<file path="src/rtl/asq_defs.vh">
// constants for the serial converter sequencer
// assumes a 50 MHz ref_clk and a 16-clock serial frame
`ifndef ASQ_DEFS_VH
`define ASQ_DEFS_VH

// frame and command layout
`define ASQ_FRAME_BITS 5'h10
`define ASQ_CMD_BITS 5'h04
`define ASQ_CMD_RD_CFG 4'h9
`define ASQ_CMD_WR_CFG 4'hA
`define ASQ_CMD_RD_FIFO 4'hE
`define ASQ_CMD_SEL_TOP 4'h8

// config register fields
`define ASQ_CFG_W 12
`define ASQ_CFG_RESET 12'h000
`define ASQ_CFG_MODE_LO 0
`define ASQ_CFG_EXT 2
`define ASQ_CFG_EOC_SEL 3
`define ASQ_CFG_THR_LO 4
`define ASQ_CFG_SEQ_LO 6

// conversion modes
`define ASQ_MODE_SINGLE 2'h0
`define ASQ_MODE_REPEAT 2'h1
`define ASQ_MODE_SWEEP 2'h2
`define ASQ_MODE_RSWEEP 2'h3

// fifo
`define ASQ_FIFO_DEPTH 4'h8
`define ASQ_THR_FULL 4'h8
`define ASQ_THR_3Q 4'h6
`define ASQ_THR_HALF 4'h4
`define ASQ_THR_1Q 4'h2
`define ASQ_DATA_W 10

`endif

</file>
<file path="src/rtl/asq_sequencer.v">
// serial command decode, conversion sequencing and result fifo
// assumes an analog core that answers conv_start with one conv_done pulse
//
// What this block does
// - mode 10 converts each sequence channel once
// - normal sweep starts conversion at command decode
// - sweep raises one interrupt at fifo threshold
// - mode 11 repeats the channel sequence
// - extended sampling starts on start pin, cs high
// - eoc only in mode 00, else interrupt
// - read config decodes in 4 clocks, then shifts
// - first frame after a threshold interrupt presents fifo head
// - wrong command stops output, keeps the entry
// - read cycles start no conversion, no interrupt
// - each fifo result takes 16 serial clocks
// - write cycle loads 12 config bits
// - config write starts nothing, raises nothing
// - single-shot extended converts on start pin rise
// - mode 01 repeats one selected channel
// - config write clears the fifo
// - eight entry fifo, programmable threshold
`include "asq_defs.vh"

module asq_sequencer (
    // clock and reset
    input wire ref_clk,
    input wire reset,
    // serial pins
    input wire cs_n,
    input wire frame_sync,
    input wire sclk,
    input wire serial_in,
    output wire serial_out,
    output wire serial_out_oe,
    input wire sample_start_pin_n,
    output wire done_int_n,
    // analog core
    output wire conv_start,
    output wire [2:0] conv_channel,
    input wire conv_done,
    input wire [`ASQ_DATA_W-1:0] conv_data,
    // status
    output wire [`ASQ_CFG_W-1:0] config_register,
    output wire [3:0] fifo_level
);

    // all pins pass two flops before use
    reg [4:0] sync1_ff;
    reg [4:0] sync2_ff;
    reg [4:0] sync3_ff;
    always @(posedge ref_clk or posedge reset) begin
        if (reset) begin
            sync1_ff <= 5'h1F;
            sync2_ff <= 5'h1F;
            sync3_ff <= 5'h1F;
        end else begin
            sync1_ff <= {cs_n, frame_sync, sclk, serial_in,
                         sample_start_pin_n};
            sync2_ff <= sync1_ff;
            sync3_ff <= sync2_ff;
        end
    end

    wire cs_n_s = sync2_ff[4];
    wire sin_s = sync2_ff[1];
    wire cs_fall = sync3_ff[4] & ~sync2_ff[4];
    wire fs_rise = ~sync3_ff[3] & sync2_ff[3];
    wire sclk_rise = ~sync3_ff[2] & sync2_ff[2];
    wire start_rise = ~sync3_ff[0] & sync2_ff[0];
    wire frame_start = cs_fall | (fs_rise & ~cs_n_s);

    reg [`ASQ_CFG_W-1:0] cfg_ff;
    wire [1:0] mode = cfg_ff[`ASQ_CFG_MODE_LO+1:`ASQ_CFG_MODE_LO];
    wire ext_mode = cfg_ff[`ASQ_CFG_EXT];
    wire eoc_sel = cfg_ff[`ASQ_CFG_EOC_SEL];
    wire fifo_mode = (mode != `ASQ_MODE_SINGLE);

    reg [3:0] thr;
    always @* begin
        case (cfg_ff[`ASQ_CFG_THR_LO+1:`ASQ_CFG_THR_LO])
            2'h0: thr = `ASQ_THR_FULL;
            2'h1: thr = `ASQ_THR_3Q;
            2'h2: thr = `ASQ_THR_HALF;
            default: thr = `ASQ_THR_1Q;
        endcase
    end

    // sweep sequences as a table of channel patterns
    function [2:0] seq_chan;
        input [1:0] sel;
        input [2:0] idx;
        begin
            case (sel)
                2'h0: seq_chan = idx;
                2'h1: seq_chan = {idx[1:0], 1'b0};
                2'h2: seq_chan = {idx[2:1], 1'b0};
                default: seq_chan = {1'b0, idx[1:0]};
            endcase
        end
    endfunction

    // serial frame state
    reg active_ff;
    reg [4:0] bit_cnt_ff;
    reg [15:0] rx_ff;
    reg [15:0] tx_ff;
    reg out_ff;
    reg oe_ff;
    reg reading_ff;
    reg conv_pend_ff;

    // conversion and fifo state
    reg [`ASQ_DATA_W-1:0] fifo_mem [0:7];
    reg [2:0] wr_ptr_ff;
    reg [2:0] rd_ptr_ff;
    reg [3:0] count_ff;
    reg busy_ff;
    reg start_ff;
    reg [2:0] chan_ff;
    reg [2:0] sel_chan_ff;
    reg [2:0] seq_idx_ff;
    reg sweep_done_ff;
    reg int_raised_ff;
    reg int_ff;
    reg after_int_ff;
    reg ext_arm_ff;

    wire [15:0] rx_next = {rx_ff[14:0], sin_s};
    wire decode_now = active_ff & sclk_rise &
        (bit_cnt_ff == `ASQ_CMD_BITS - 5'h01);
    wire frame_end = active_ff & sclk_rise &
        (bit_cnt_ff == `ASQ_FRAME_BITS - 5'h01);
    wire [3:0] cmd = rx_next[3:0];
    wire cmd_is_rw = (cmd == `ASQ_CMD_RD_CFG) |
        (cmd == `ASQ_CMD_WR_CFG) | (cmd == `ASQ_CMD_RD_FIFO);
    wire wr_cfg = frame_end & (rx_next[15:12] == `ASQ_CMD_WR_CFG);
    wire head_word = (count_ff != 4'h0);
    wire [15:0] head_tx = {fifo_mem[rd_ptr_ff], 6'h00};

    // room to convert: not busy, fifo not full, not parked at threshold
    wire can_conv = ~busy_ff & (count_ff != `ASQ_FIFO_DEPTH) &
        ~int_raised_ff & ~sweep_done_ff;

    // normal sampling fires at decode once the command is not a read/write
    wire norm_go = decode_now & conv_pend_ff & ~cmd_is_rw;
    wire ext_go = ext_mode & start_rise & cs_n_s & ~busy_ff &
        ((mode == `ASQ_MODE_SINGLE) ? ext_arm_ff : can_conv);
    wire go = norm_go | ext_go;
    wire pop = frame_end & reading_ff;
    wire push = conv_done & busy_ff & (count_ff != `ASQ_FIFO_DEPTH);

    // interrupt event: mode 00 after each conversion, else at threshold
    wire next_count_hits = fifo_mode & ~int_raised_ff &
        ((count_ff + {3'h0, push} - {3'h0, pop}) >= thr);
    wire set_int = (push & (mode == `ASQ_MODE_SINGLE)) |
        next_count_hits;

    always @(posedge ref_clk or posedge reset) begin
        if (reset) begin
            active_ff <= 1'b0;
            bit_cnt_ff <= 5'h00;
            rx_ff <= 16'h0000;
            tx_ff <= 16'h0000;
            out_ff <= 1'b0;
            oe_ff <= 1'b0;
            reading_ff <= 1'b0;
            conv_pend_ff <= 1'b0;
            cfg_ff <= `ASQ_CFG_RESET;
            after_int_ff <= 1'b0;
            sel_chan_ff <= 3'h0;
            ext_arm_ff <= 1'b0;
        end else begin
            if (cs_n_s) begin
                active_ff <= 1'b0;
                oe_ff <= 1'b0;
                reading_ff <= 1'b0;
                conv_pend_ff <= 1'b0;
            end else if (frame_start) begin
                active_ff <= 1'b1;
                bit_cnt_ff <= 5'h00;
                // conversion is due unless the command proves a read/write
                conv_pend_ff <= ~ext_mode &
                    ((mode == `ASQ_MODE_SINGLE) | can_conv);
                if (fifo_mode & after_int_ff & head_word) begin
                    tx_ff <= head_tx;
                    out_ff <= head_tx[15];
                    oe_ff <= 1'b1;
                    reading_ff <= 1'b1;
                end else begin
                    tx_ff <= 16'h0000;
                    out_ff <= 1'b0;
                    oe_ff <= 1'b0;
                    reading_ff <= 1'b0;
                end
            end else if (active_ff & sclk_rise) begin
                rx_ff <= rx_next;
                bit_cnt_ff <= bit_cnt_ff + 5'h01;
                tx_ff <= {tx_ff[14:0], 1'b0};
                out_ff <= tx_ff[14];
                if (decode_now) begin
                    conv_pend_ff <= 1'b0;
                    if (cmd == `ASQ_CMD_RD_CFG) begin
                        tx_ff <= {cfg_ff, 4'h0};
                        // a config read must not pop the shown head entry
                        reading_ff <= 1'b0;
                        out_ff <= cfg_ff[`ASQ_CFG_W-1];
                        oe_ff <= 1'b1;
                    end else if (cmd == `ASQ_CMD_RD_FIFO) begin
                        after_int_ff <= 1'b0;
                        if (~reading_ff & head_word) begin
                            reading_ff <= 1'b1;
                            oe_ff <= 1'b1;
                        end
                    end else if (reading_ff) begin
                        // entry stays in the fifo for a later read
                        reading_ff <= 1'b0;
                        oe_ff <= 1'b0;
                    end
                    if (cmd < `ASQ_CMD_SEL_TOP)
                        sel_chan_ff <= cmd[2:0];
                    if (ext_mode & (mode == `ASQ_MODE_SINGLE) & ~cmd_is_rw)
                        ext_arm_ff <= 1'b1;
                end
                if (frame_end) begin
                    // the next frame begins with no new chip select
                    bit_cnt_ff <= 5'h00;
                    if (wr_cfg)
                        cfg_ff <= rx_next[`ASQ_CFG_W-1:0];
                    if (reading_ff & (count_ff > 4'h1)) begin
                        tx_ff <= {fifo_mem[rd_ptr_ff + 3'h1], 6'h00};
                        out_ff <= fifo_mem[rd_ptr_ff + 3'h1][`ASQ_DATA_W-1];
                    end else begin
                        reading_ff <= 1'b0;
                        oe_ff <= 1'b0;
                    end
                end
            end
            if (ext_go)
                ext_arm_ff <= 1'b0;
            if (set_int & fifo_mode)
                after_int_ff <= 1'b1;
        end
    end

    always @(posedge ref_clk or posedge reset) begin
        if (reset) begin
            wr_ptr_ff <= 3'h0;
            rd_ptr_ff <= 3'h0;
            count_ff <= 4'h0;
            busy_ff <= 1'b0;
            start_ff <= 1'b0;
            chan_ff <= 3'h0;
            seq_idx_ff <= 3'h0;
            sweep_done_ff <= 1'b0;
            int_raised_ff <= 1'b0;
            int_ff <= 1'b0;
        end else begin
            start_ff <= go;
            if (go) begin
                busy_ff <= 1'b1;
                if ((mode == `ASQ_MODE_SWEEP) | (mode == `ASQ_MODE_RSWEEP)) begin
                    chan_ff <= seq_chan(cfg_ff[`ASQ_CFG_SEQ_LO+1:
                                               `ASQ_CFG_SEQ_LO],
                                        seq_idx_ff);
                    seq_idx_ff <= seq_idx_ff + 3'h1;
                    if (mode == `ASQ_MODE_SWEEP &
                        ({1'b0, seq_idx_ff} + 4'h1 >= thr))
                        sweep_done_ff <= 1'b1;
                end else if (norm_go & (cmd < `ASQ_CMD_SEL_TOP)) begin
                    // the select in this very frame names the channel
                    chan_ff <= cmd[2:0];
                end else begin
                    chan_ff <= sel_chan_ff;
                end
            end else if (conv_done) begin
                busy_ff <= 1'b0;
            end
            if (push) begin
                fifo_mem[wr_ptr_ff] <= conv_data;
                wr_ptr_ff <= wr_ptr_ff + 3'h1;
            end
            if (pop)
                rd_ptr_ff <= rd_ptr_ff + 3'h1;
            count_ff <= count_ff + {3'h0, push} - {3'h0, pop};
            if (set_int & fifo_mode)
                int_raised_ff <= 1'b1;
            else if (fifo_mode & pop & (count_ff == 4'h1)) begin
                // drained: repeat modes resume, sweep waits for config
                int_raised_ff <= 1'b0;
                if (mode == `ASQ_MODE_RSWEEP)
                    seq_idx_ff <= 3'h0;
            end
            // a new event wins over the clear at frame start
            if (set_int)
                int_ff <= 1'b1;
            else if (frame_start)
                int_ff <= 1'b0;
            if (wr_cfg) begin
                wr_ptr_ff <= 3'h0;
                rd_ptr_ff <= 3'h0;
                count_ff <= 4'h0;
                seq_idx_ff <= 3'h0;
                sweep_done_ff <= 1'b0;
                int_raised_ff <= 1'b0;
            end
        end
    end

    // eoc is high when idle, low while converting; int is active low
    reg pin_ff;
    always @(posedge ref_clk or posedge reset) begin
        if (reset)
            pin_ff <= 1'b1;
        else if ((mode == `ASQ_MODE_SINGLE) & eoc_sel)
            pin_ff <= ~busy_ff & ~go;
        else
            pin_ff <= ~(set_int | (int_ff & ~frame_start));
    end

    assign serial_out = out_ff;
    assign serial_out_oe = oe_ff;
    assign done_int_n = pin_ff;
    assign conv_start = start_ff;
    assign conv_channel = chan_ff;
    assign config_register = cfg_ff;
    assign fifo_level = count_ff;

endmodule
</file>
<file path="config.mk">
export PLATFORM = sky130hd
export DESIGN_NAME = asq_sequencer
export DESIGN_NICKNAME = d
export VERILOG_FILES = /design/src/rtl/asq_sequencer.v
export VERILOG_INCLUDE_DIRS = /design/src /design/src/rtl
export SDC_FILE = /design/constraint.sdc
export NUM_CORES = 1
export LEC_CHECK = 0
export BUFFER_PORTS_ARGS = -buffer_cell sky130_fd_sc_hd__buf_2
export CORE_MARGIN = 5
export CORE_UTILIZATION = 35
export CTS_BUF_LIST = sky130_fd_sc_hd__clkbuf_8 sky130_fd_sc_hd__clkbuf_16
export DETAILED_ROUTE_END_ITERATION = 7
export HOLD_SLACK_MARGIN = 0.08
export REMOVE_ABC_BUFFERS = 1
export SLEW_MARGIN = 20
export SYNTH_ARGS = -nofsm -noshare
export SYNTH_HDL_FRONTEND = slang
export SYNTH_SLANG_ARGS = --single-unit
</file>
<file path="constraint.sdc">
create_clock -name ref_clk -period 7.8 [get_ports ref_clk]
set_clock_uncertainty 0.2 [all_clocks]
set_input_delay 2.34 -clock ref_clk [delete_from_list [all_inputs] [get_ports ref_clk]]
set_output_delay 2.34 -clock ref_clk [all_outputs]
set_load 0.05 [all_outputs]
</file>
# [Yosys cells after proc, flatten, opt, wreduce, memory -nomap -nowiden]
# Memories as Yosys holds them, arrays and structs flattened.
# Index checks and enable logic that the tools add are counted.
[op_classes] bitwise=60 n_eq_ne=19 add_sub_neg=7 reduce_logical=33 magnitude_cmp=4 mux=86
[op_table] cell="$mux 15" count=7
[op_table] cell="$mux 1" count=61
[op_table] cell="$and 1x1->1" count=39
[op_table] cell="$mux 3" count=12
[op_table] cell="$reduce_bool 2->1" count=16
[op_table] cell="$eq 4x4->1 const B" count=4
[op_table] cell="$mux 5" count=3
[op_table] cell="$reduce_and 5->1" count=3
[op_table] cell="$not 1->1" count=13
[op_table] cell="$pmux 4 s3" count=1
[op_table] cell="$ne 2x1->1 const B" count=5
[op_table] cell="$add 3x1->3 const B" count=3
[op_table] cell="$pmux 3 s3" count=1
[op_table] cell="$reduce_bool 3->1" count=3
[op_table] cell="$eq 2x2->1 const B" count=4
[op_table] cell="$ge 4x4->1" count=2
[op_table] cell="$or 1x1->1" count=8
[op_table] cell="$logic_not 2->1" count=3
[op_table] cell="$reduce_and 3->1" count=2
[op_table] cell="$reduce_and 6->1" count=1
[op_table] cell="$add 5x1->5 const B" count=1
[op_table] cell="$eq 5x2->1 const B" count=1
[op_table] cell="$eq 5x4->1 const B" count=1
[op_table] cell="$add 3x1->4 const B" count=1
[op_table] cell="12 further kinds" count=14
[totals] ff_bits=94 output_inout_bits=23 memories=1 elab_cells=236 inputBits=18 ramBits=80
[memory_table] name="fifo_mem" words=8 word_bits=10 read_ports=2 rd_ports_with_merged_regs=0 wr=1 line_no="asq_sequencer.v:113" text="reg [`ASQ_DATA_W-1:0] fifo_mem [0:7];"

# [Logic depth before layout (Yosys ltp)]
[logic_depth] depth_word=12 depth_mapped=17 ltp_nobuf=16

# [Worst setup path after synthesis]
# No wires, ideal clock.
[synth_timing] kind="input to register" startpoint="input port conv_done" endpoint="register seq_idx_ff[0]" setup_ns=0.124 required_ns=7.476 arrival_time_ns=4.767 path_buffers=1 slack_ns=2.709 cell_stages=14 cell_sequence="nand3_1 -> ha_1 -> inv_1 -> ha_1 -> inv_1 -> fa_1 -> xnor2_1 -> ha_1 -> nand3b_1 -> a21oi_1 -> or4b_1 -> buf_2 -> nand3b_1 -> mux2i_1"
[synth_between] elab_chain_cells=10
[synth_lines] item="start: declaration" line_no="asq_sequencer.v:40" text="input wire conv_done,"
[synth_lines] item="$and 1x1->1 (*) (2 in a row)" line_no="asq_sequencer.v:150" text="wire push = conv_done & busy_ff & (count_ff != `ASQ_FIFO_DEPTH);"
[synth_lines] item="$add 4x1->4" line_no="asq_sequencer.v:154" text="((count_ff + {3'h0, push} - {3'h0, pop}) >= thr);"
[synth_lines] item="$sub 4x1->4" line_no="asq_sequencer.v:154"
[synth_lines] item="$ge 4x4->1" line_no="asq_sequencer.v:154"
[synth_lines] item="$and 1x1->1" line_no="asq_sequencer.v:153" text="wire next_count_hits = fifo_mode & ~int_raised_ff &"
[synth_lines] item="$or 1x1->1 (*)" line_no="asq_sequencer.v:155" text="wire set_int = (push & (mode == `ASQ_MODE_SINGLE)) |"
[synth_lines] item="$and 1x1->1 (*)" line_no="asq_sequencer.v:285" text="if (set_int & fifo_mode)"
[synth_lines] item="$mux 3 (*)" line_no="asq_sequencer.v:285"
[synth_lines] item="$mux 3 (*)" line_no="asq_sequencer.v:298" text="if (wr_cfg) begin"
[synth_lines] item="end signal: assignment" line_no="asq_sequencer.v:265" text="seq_idx_ff <= seq_idx_ff + 3'h1;"
[synth_lines] item="end: declaration" line_no="asq_sequencer.v:121" text="reg [2:0] seq_idx_ff;"
# Every way passes the cells marked *; elsewhere a longest branch is shown, timed or not.
# A chain may end at the register's enable or synchronous reset.

# [Final worst setup path]
# Same ends and word-level chain as after synthesis.

==> results.tsv <==
stage	metric	value	unit
clocking	clk_path_buf_depth	2	
yosys	syn-cell-area	8142	um2
floorplan	core-area	22780	um2
clocking	ctsHoldBuffers	0	
drt	vias	4979	
global_route	antenna_found_initial	1	
sta	finalCritPeriodShare	64.79	%
min_path	hp-class	flop to flop	
global_route	grt_start_max_net_pins	81	
sta	setup_tns	0	ps
yosys	synth_top_area_share	29.51	%
final_layout	final_nets	659	
global_route	grt.overflow.total	0	
drt	routed_via_density	5.258	
clocking	cts-root-buf	clkbuf_16	
yosys	ys_seq_area_share	57.09	%
pwr	total_power	1.899	mW
pwr	p_leak	3.794	nW
drt	avgRoutedWirePerCell	18.77	um
place	port-buffer-count	40	
setup_path	crit_required	7910	ps
clocking	clk_latency	420	ps
yosys	synth-main-ff-cell	edfxtp_1	
global_route	grt_pass1_wl	28140	um
flow_run	max_cap_viol_count	0	
sta	finalSetupViolations	0	
pwr	power.density	203.9	nW/um2
yosys	yosysMostFrequentCell	edfxtp_1	
floorplan	die_w	162.5	um
clocking	cts_setup_buffers	0	
sta	slew_headroom	28.60	%
floorplan	rows	55	
yosys	synthTopCellsByArea	edfxtp_1 (30%), dfrtp_1 (23%), mux4_2 (11%), dfstp_2 (4.8%), nand2_1 (3.6%)	
sta	timing.fmax	197.9	MHz
drt	ant_nets	0	
place	dp_cells	915	
final_layout	area_delta_synth_final	14.37	%
final_layout	fin_cells	947	
yosys	synth_edf_count	80	
clocking	clk_pin_slew_worst_paths	70	ps
yosys	yosysTopAreaCell	edfxtp_1	
status	outcome	finished clean	
min_path	hp-start	sync1_ff[0]$_DFF_PP1_	
sta	slew_viol_final	0	
sta	timing.hold.ws	152.7	ps
place	postPlaceCellArea	8653	um2
final_layout	drive_gt1_share	29.18	%
yosys	ys_async_sr_fraction	52.66	%
final_layout	design_area	9311	um2
sta	fin_crit	5053	ps
place	gp_congestion	0.8168	
setup_path	cp-start-kind	input pin	
floorplan	die_h	162.5	um
drt	drc_errors	0	
floorplan	start_util	35.74	%
setup_path	r2r-start	fifo_level[2]$_DFF_PP0_	
yosys	synth-seq-cells	169	
drt	routed_wl	17770	um
yosys	synth_area_per_cell	14.09	um2
final_layout	filler_cell_count	2053	
sta	rsz0062_at_grt	no	
setup_path	startpoint	conv_done	
final_layout	multiInputGateArea	3303	um2
yosys	yosysWarnings	0	
floorplan	num_io_pins	41	
clocking	cts_tree	built	
setup_path	critical_path_class	input pin to flop	
setup_path	arrival	5160	ps
yosys	synth_cells	578	
clocking	htreeDepth	4	
yosys	synth_common_cells	edfxtp_1 (80), nand2_1 (78), dfrtp_1 (74)	
sta	worst_pin_slew	1067	ps
final_layout	antenna_cells	0	
setup_path	cp_max_fo	6	
pwr	peakVddDrop	160.7	uV
clocking	cts_sinks	169	
final_layout	seq_area	4649	um2
clocking	cts_made_buffers	17	
global_route	grt_pass1_vias	5061	
sta	hold_viol	0	
drt	first_pass_iters	6	
clocking	cts_resized	0	
yosys	ys_types	74	
floorplan	die-area	26410	um2
place	hpwlAfterDp	12050	um
global_route	grt_use_total	13.75	%
setup_path	end_kind	flop	
drt	drt_iter0_drc	370	
-- cell type report --
| type | count | area share, % |
|---|---|---|
| Clock buffer | 17 | 4.569 |
| Multi-Input combinational cell | 368 | 35.47 |
| Clock inverter | 15 | 2.284 |
| Sequential cell | 169 | 49.93 |
| Inverter | 17 | 0.6987 |
| Timing Repair Buffer | 48 | 2.835 |
| Tap cell | 313 | 4.206 |
-- critical path, cell delays in order --
cell and delay [ps]:
buf_2 120, nand3_1 230, ha_1 360, inv_1 40, ha_1 180, a21o_1 180
a21oi_1 180, xor2_1 220, ha_1 280, a21oi_1 150, nor2_1 70, or4b_1 570
nand3b_1 140, mux2i_1 90
-- cell usage in the layout (no fill, tap or decap), types with 4 or more instances in the layout --
master      n
mux2i_1    28
buf_2      40
nor3_1      4
clkbuf_16  17
inv_1      17
and2_1      5
nor2b_1     5
mux2_4     10
dfstp_2    15
bufinv_16   4
nor2_2      4
edfxtp_1   80
ha_1       19
nor2_1     25
nand3_1    14
nand2b_1    5
buf_4       7
dfrtp_1    73
mux2_2     15
mux4_2     40
inv_8       4
o211ai_1   12
nand3b_1    5
nand2_1    78
o21ai_0    11
xor2_1      6
a21oi_1    18
-- power by group --
group          switching, mW  internal, mW
combinational         0.0255       0.00884
sequential           0.00939         0.944
clock                  0.366         0.546
total                  0.400          1.50
-- layer usage --
layer / GRT usage [%] / up-vias / wire, um
met5: 0 / - / 9
met4: 3.729 / 2 / 297
met3: 4.379 / 24 / 1102
met2: 21.16 / 137 / 8294
met1: 18.87 / 2567 / 8067
li1: - / 2249 / -
-- worst paths after layout --
path                            cells after the start  slack (ps)                 endpoint
worst min register to register                      0         150    sync2_ff[0]$_DFF_PP1_
worst min-delay path                                0         150    sync2_ff[0]$_DFF_PP1_
min in group asynchronous                           2        1650  fifo_level[3]$_DFF_PP0_
worst max register to register                     16        3690  seq_idx_ff[0]$_DFF_PP0_
max in group asynchronous                           3        4800    rx_ff[10]$_DFFE_PP0P_
worst max-delay path                               14        2750  seq_idx_ff[0]$_DFF_PP0_
-- state kept, by name (all words and copies together) (netlist names), 3 cells and up --
name             count
fifo_mem            80
sync3_ff             4
rd_ptr_ff            3
sync2_ff             5
config_register     12
tx_ff               11
conv_channel         3
sel_chan_ff          3
seq_idx_ff           3
wr_ptr_ff            3
fifo_level           4
rx_ff               15
bit_cnt_ff           5
sync1_ff             5
-- logic make-up (layout without fill, tap and decap cells) --
group / after synthesis / in the layout / share of synthesized area (%)
and+or+nand+nor: 176 / 176 / 11.59
DFF: 169 / 169 / 57.09
muxes: 96 / 96 / 18.84
AOI/OAI and AO/OA: 68 / 68 / 5.917
buffers and inverters: 41 / 97 / 2.536
adders and majority gates: 20 / 20 / 3.166
xor gates and xnor gates: 8 / 8 / 0.8606
-- metrics by stage --
| stage | utilization (%) | worst slack, ps |
|---|---|---|
| global placement | 37.99 | 2428 |
| detailed placement | 37.99 | 2328 |
| finish | 40.88 | 2747 |
| global route | 40.88 | 2518 |
| CTS | 40.79 | 2777 |
| floorplan | - | 2716 |
(Power assumes the default switching activity.)
